### config.mk
export PLATFORM = sky130hd
export DESIGN_NAME = wdtsl_top
export DESIGN_NICKNAME = d
export VERILOG_FILES = /design/src/design/wdtsl_pkg.sv /design/src/design/wdtsl_top.sv
export SDC_FILE = /design/constraint.sdc
export NUM_CORES = 1
export LEC_CHECK = 0
export ABC_AREA = 1
export CAP_MARGIN = 20
export CELL_PAD_IN_SITES_DETAIL_PLACEMENT = 0
export CELL_PAD_IN_SITES_GLOBAL_PLACEMENT = 1
export CORE_MARGIN = 2
export CORE_UTILIZATION = 45
export DETAILED_ROUTE_END_ITERATION = 12
export DONT_BUFFER_PORTS = 1
export PLACE_DENSITY_LB_ADDON = 0.05
export SLEW_MARGIN = 40
export SYNTH_ARGS = -nofsm -noshare
export SYNTH_HDL_FRONTEND = slang
export SYNTH_SLANG_ARGS = --single-unit
export TNS_END_PERCENT = 30
### constraint.sdc
create_clock -name i_core_clk -period 2.1 [get_ports i_core_clk]
set_input_delay 0.42 -clock i_core_clk [delete_from_list [all_inputs] [get_ports i_core_clk]]
set_output_delay 0.42 -clock i_core_clk [all_outputs]
set_load 0.1 [all_outputs]
### src/design/wdtsl_pkg.sv
/*
  shared constants for the watchdog with fuse-selected safety levels:
  clock rates, counter widths, register offsets, field positions.
  assumes a single 200 MHz system clock and an 8-bit register port.
*/
package wdtsl_pkg;

  // clocks: the watchdog oscillator is an enable pulse from a divider
  localparam int SYS_CLK_HZ = 200_000_000;
  localparam int WDT_OSC_HZ = 1_000_000;
  localparam int OSC_DIV    = SYS_CLK_HZ / WDT_OSC_HZ;
  localparam int DIV_W      = 8;
  localparam logic [DIV_W-1:0] DIV_LAST = DIV_W'(OSC_DIV - 1);

  // timeout counter: shortest period, doubled per select code
  localparam int WCNT_W = 22;
  localparam logic [WCNT_W-1:0] BASE_CYCLES = 22'h004000;

  // change-enable window length in system clock cycles
  localparam int CE_HOLD = 4;
  localparam logic [1:0] CE_LAST = 2'(CE_HOLD - 1);

  // register map
  localparam int ADDR_W = 4;
  localparam logic [ADDR_W-1:0] CTL_OFF   = 4'h0;
  localparam logic [ADDR_W-1:0] RSTAT_OFF = 4'h1;

  // control fields
  localparam int CE_BIT  = 4;
  localparam int EN_BIT  = 3;
  localparam int SEL_LSB = 0;
  localparam int SEL_W   = 3;
  localparam logic [SEL_W-1:0] SEL_RST = 3'h0;

  // reset status fields
  localparam int FLAG_BIT = 3;

  typedef enum logic [2:0] {
    LVL0 = 3'b001,
    LVL1 = 3'b010,
    LVL2 = 3'b100
  } wdtsl_level_t;

endpackage

### src/design/wdtsl_top.sv
/*
  watchdog timer with fuse-selected safety levels, timed change
  sequence, period select and a sticky watchdog reset flag.
  assumes fuses and restart are synchronous to i_core_clk, and that
  the chip reset it requests comes back on i_rst_n.
*/
`timescale 1ns/1ps
`default_nettype none

module wdtsl_top
  import wdtsl_pkg::*;
#(
  parameter logic [WCNT_W-1:0] BASE_COUNT = BASE_CYCLES
) (
  // clock and resets
  input  wire logic              i_core_clk,
  input  wire logic              i_rst_n,
  input  wire logic              i_por,
  // fuses, high means programmed
  input  wire logic              i_always_on_fuse,
  input  wire logic              i_legacy_compat_fuse,
  // restart instruction strobe
  input  wire logic              i_restart,
  // register port
  input  wire logic [ADDR_W-1:0] i_addr,
  input  wire logic [7:0]        i_wdata,
  input  wire logic              i_wr,
  input  wire logic              i_rd,
  output logic      [7:0]        o_rdata,
  // status and chip reset request
  output logic                   o_enabled,
  output logic                   o_wdt_reset
);

  wdtsl_level_t      level;
  wdtsl_level_t      fuse_level;
  logic              en;
  logic              ce;
  logic [1:0]        ce_cnt;
  logic [SEL_W-1:0]  sel;
  logic [DIV_W-1:0]  div_cnt;
  logic [WCNT_W-1:0] wcnt;
  logic              watchdog_reset_flag;

  logic              next_en;
  logic              next_ce;
  logic [1:0]        next_ce_cnt;
  logic [SEL_W-1:0]  next_sel;
  logic [DIV_W-1:0]  next_div;
  logic [WCNT_W-1:0] next_wcnt;
  logic              next_watchdog_reset_flag;
  logic [7:0]        next_rdata;

  // level decode; the compat fuse only matters when always-on is blank
  assign fuse_level = i_always_on_fuse     ? LVL2 :
                      i_legacy_compat_fuse ? LVL0 : LVL1;

  // register decode
  wire wr_ctl    = i_wr & (i_addr == CTL_OFF);
  wire wr_stat   = i_wr & (i_addr == RSTAT_OFF);
  wire rd_ctl    = i_rd & (i_addr == CTL_OFF);
  wire rd_stat   = i_rd & (i_addr == RSTAT_OFF);
  wire wd_ce     = i_wdata[CE_BIT];
  wire wd_en     = i_wdata[EN_BIT];
  wire [SEL_W-1:0] wd_sel = i_wdata[SEL_LSB +: SEL_W];
  wire lvl2      = (level == LVL2);
  wire lvl0      = (level == LVL0);

  // the timed sequence opens only on a write of both bits
  wire seq_start = wr_ctl & wd_ce & wd_en;

  // change-enable window
  always_comb begin
    next_ce     = ce;
    next_ce_cnt = ce_cnt;
    if (seq_start) begin
      next_ce     = 1'b1;
      next_ce_cnt = 2'h0;
    end else if (ce) begin
      next_ce_cnt = ce_cnt + 2'h1;
      if (ce_cnt == CE_LAST) begin
        next_ce = 1'b0;
      end
    end
  end

  // enable: set is free, clear needs the window, level two pins it
  always_comb begin
    case (level)
      LVL2:    next_en = 1'b1;
      LVL0,
      LVL1: begin
        if (wr_ctl) begin
          next_en = wd_en | (en & ~ce);
        end else begin
          next_en = en;
        end
      end
      default: next_en = en;
    endcase
  end

  // period select gated by the window outside level zero
  assign next_sel = (wr_ctl & (lvl0 | ce)) ? wd_sel : sel;

  // oscillator tick: one system cycle in every OSC_DIV
  wire tick = (div_cnt == DIV_LAST);
  assign next_div = tick ? '0 : div_cnt + {{(DIV_W-1){1'b0}}, 1'b1};

  // one clock only: requests act on the counter in the same cycle,
  // so no request can be lost between the two rates
  wire [WCNT_W-1:0] limit    = BASE_COUNT << sel;
  wire [WCNT_W-1:0] limit_m1 = limit - 22'h000001;
  // compare with >= so a period shortened mid-count fires on the next tick
  // instead of waiting for the counter to wrap
  wire timeout = tick & en & (wcnt >= limit_m1) & ~i_restart;

  always_comb begin
    if (i_restart | ~en | timeout) begin
      next_wcnt = '0;
    end else if (tick) begin
      next_wcnt = wcnt + 22'h000001;
    end else begin
      next_wcnt = wcnt;
    end
  end

  // sticky flag: a timeout in the clearing cycle still sets it
  assign next_watchdog_reset_flag = timeout |
                     (watchdog_reset_flag & ~(wr_stat & ~i_wdata[FLAG_BIT]));

  // read data stand only in the cycle after the strobe
  wire [7:0] ctl_view  = {3'h0, ce, en, sel};
  wire [7:0] stat_view = {4'h0, watchdog_reset_flag, 3'h0};
  assign next_rdata = rd_ctl  ? ctl_view  :
                      rd_stat ? stat_view : 8'h00;

  // chip reset restores fuse state and clears the counter
  always_ff @(posedge i_core_clk) begin
    if (!i_rst_n) begin
      level  <= fuse_level;
      en     <= (fuse_level == LVL2);
      ce     <= 1'b0;
      ce_cnt <= 2'h0;
      sel    <= SEL_RST;
    end else begin
      en     <= next_en;
      ce     <= next_ce;
      ce_cnt <= next_ce_cnt;
      sel    <= next_sel;
    end
  end

  always_ff @(posedge i_core_clk) begin
    if (!i_rst_n) begin
      div_cnt     <= '0;
      wcnt        <= '0;
      o_wdt_reset <= 1'b0;
      o_rdata     <= 8'h00;
      // mirrors en through reset so level two never shows disabled
      o_enabled   <= (fuse_level == LVL2);
    end else begin
      div_cnt     <= next_div;
      wcnt        <= next_wcnt;
      o_wdt_reset <= timeout;
      o_rdata     <= next_rdata;
      o_enabled   <= next_en;
    end
  end

  // the flag survives every reset but power-on
  always_ff @(posedge i_core_clk) begin
    if (i_por) begin
      watchdog_reset_flag <= 1'b0;
    end else begin
      watchdog_reset_flag <= next_watchdog_reset_flag;
    end
  end
endmodule

`default_nettype wire

==> flow_summary.yaml <==
status:
  status: "finished, final reports clean"
pwr:
  pwr_density_cell_mw_per_mm2: 564
  peakVddDrop_uv: 384
  p_leak_nw: 1.19
global_route:
  grt_pass1_vias: 1957
  track_usage_pct: 16.4
  antenna_found_initial: 0
  grt_overflow: 0
  grt_max_degree: 21
  grt_pass1_wl_um: 8310
timing:
  finalCritPeriodShare_pct: 89.1
  fmax_ghz: 0.534
  slew_violations: 0
  worst_clock_skew_ns: 0.00740
  hold_viol: 0
  rsz0062_at_grt: "false"
  period_needed_ns: 1.87
  setup_viol: 0
  tns_ns: 0
  timing.hold.ws_ns: 0.183
setup_path:
  crit_path_max_incr_delay_ns: 0.40
  crit_chain: "nand3_1, ha_1, nand2_1, nor2_1, nand2_1, nor2_1, nand2_1, nand2_1, nand2_2, nand2_2, buf_12, nor2_1"
  worstPathMaxFanout: 20
  crit_required_ns: 2.30
  worstPathArrival_ns: 2.07
  crit_top_cell: "nand2_1"
  startpoint_type: "register"
  path_buf_inv: 1
  cpMaxStageDelayCell: "dfxtp_1"
  worstSetupPathType: "register to register"
  cp-end-kind: "register"
  crit_family: "simple AND/OR/NAND/NOR gates"
synth:
  ys_seq_elements: 47
  synthCells: 338
  synth_largest_area_cell: "dfxtp_1"
  synth_area_leaders: "dfxtp_1 (33%), nand2_1 (8.5%), nor2_1 (6.8%)"
  syn_area_mm2: 0.00259
  synth_edf_count: 4
  synthFlopType: "dfxtp_1"
  yosys_warnings: 0
  avgSynthCellArea_um2: 7.67
  ys_types: 33
  seq_area_frac_synth_pct: 37.8
  async_reset_ff_share_pct: 0
  synth_top_area_share_pct: 33.2
route:
  via_per_inst: 4.75
  drt_iter0_drc: 55
  wirelength_um: 4650
  post-route-drc-count: 0
  first_pass_iters: 4
  wl_per_cell_um: 11.0
  ant_nets: 0
  vias: 2008
floorplan:
  rows: 27
  dieArea_mm2: 0.00638
  initial_utilization_pct: 46.8
  num_io_pins: 30
  fp.dieH_um: 79.9
  die_w_um: 79.9
  core_area_mm2: 0.00554
clock_network:
  cts_hold_buf: 0
  cts_buffers: 5
  clockRootBuffer: "clkbuf_8"
  clk_latency_ns: 0.30
  clkSlewWorstSetupHoldPaths_ns: 0.09
  htreeDepth: 2
  clk_path_buf_depth: 2
  clkSinkCount: 47
  cts_tree: "yes"
cells_and_area:
  diodes: 0
  nets: 381
  synthToLayoutAreaGrowth_pct: 8.59
  drive_gt1_share_pct: 17.9
placement:
  place_congestion: 0.753
  io_buffers: 0
  dp_hpwl_um: 3590
job:
  maxCapViolations: 0
hold_path:
  min_path_type: "input port to register"
[state kept, by name (all words and copies together) (netlist names)]
name / count
watchdog_reset_flag: 1
o_enabled: 1
ce: 1
o_wdt_reset: 1
div_cnt: 8
o_rdata: 5
sel: 3
level: 3
wcnt: 22
ce_cnt: 2
[path summary, 6_finish.rpt]
check | start | end | slack, ns | cells past startpoint
worst max register to register | sel[0]$_SDFFE_PN0P_ | wcnt[19]$_SDFFE_PP0N_ | 0.23 | 12
worst max-delay path | sel[0]$_SDFFE_PN0P_ | wcnt[19]$_SDFFE_PP0N_ | 0.23 | 12
worst min-delay path | i_por | watchdog_reset_flag$_SDFF_PP0_ | 0.18 | 1
worst min register to register | div_cnt[0]$_SDFF_PP0_ | div_cnt[0]$_SDFF_PP0_ | 0.46 | 1
[worst register-to-register path: cells and delay by family (launching register included)]
family                     cells  cell delay (ns)
buffers and inverters          1             0.16
adders and majority gates      1             0.28
DFF                            1             0.40
and+or+nand+nor               10             0.93
[cell type report]
cell class / count / area [um^2]
fill: 594 / 2730
multi-input combinational: 239 / 1390
sequential: 47 / 983
inverter: 49 / 184
tap: 72 / 90.1
clock buffer: 7 / 86.3
timing repair buffer: 8 / 72.6
clock inverter: 1 / 5.00
[through the flow]
| step | util (%) | power (W) | instances | cell area [um^2] | worst slack [ns] |
|---|---|---|---|---|---|
| 6_report | 50.8 | 0.00159 | 423 | 2820 | 0.228 |
| 2_1_floorplan | - | 0.00103 | 340 | 2600 | 0.324 |
| 5_1_grt | 50.8 | 0.00166 | 423 | 2820 | 0.0409 |
| 4_1_cts | 50.8 | 0.00161 | 423 | 2810 | 0.160 |
| 3_3_place_gp | 49.1 | 0.00104 | 415 | 2720 | 0.193 |
| 3_5_place_dp | 49.1 | 0.00104 | 415 | 2720 | 0.174 |
[cells in the mapped netlist (9+ instances only)]
| master | count |
|---|---|
| a21oi_1 | 16 |
| dfxtp_1 | 43 |
| ha_1 | 11 |
| inv_1 | 41 |
| nand2_1 | 59 |
| nand2_2 | 9 |
| nand3_1 | 19 |
| nor2_1 | 47 |
| nor2_2 | 11 |
| o21ai_0 | 9 |
| xor2_1 | 10 |
[what timing repair did]
item                       in CTS  in global routing
setup buffers                   0                  0
resized for setup               0                  2
setup endpoints to repair       0                 20
[layout by cell type, fill, tap and decap left out, drive strengths merged]
cell and instances:
conb 4, o31ai 1, nand4 7, clkbuf 7
or2 1, o21bai 1, o21ai 10, xor2 10
nand2 72, inv 49, dfxtp 43, xnor2 8
edfxtp 4, nor3b 1, buf 8, nand3 22
a211oi 1, nand3b 1, and2 1, a21oi 16
clkinv 1, nor2 68, nor3 4, ha 11
[cell families (layout without fill, tap and decap cells)]
family,Yosys count,in the layout,synth area share (%)
and+or+nand+nor,177,177,35.9
buffers and inverters,54,65,8.69
DFF,47,47,37.8
AOI/OAI and AO/OA,29,29,5.89
xor gates and xnor gates,18,18,6.08
adders and majority gates,11,11,5.31
other,2,4,0.290
[power breakdown]
part | total [W] | internal, W | switching (W)
clock network | 0.000569 | 0.000266 | 0.000302
registers | 0.000925 | 0.000916 | 0.00000921
logic | 0.0000936 | 0.0000216 | 0.0000720
[layer usage]
| layer | wire length [um] | track usage [%] |
|---|---|---|
| met1 | 2290 | 20.3 |
| met2 | 2100 | 27.6 |
| met3 | 200 | 4.52 |
| met4 | 58 | 4.92 |
| met5 | 0 | 0 |
(Power assumes the default switching activity.)
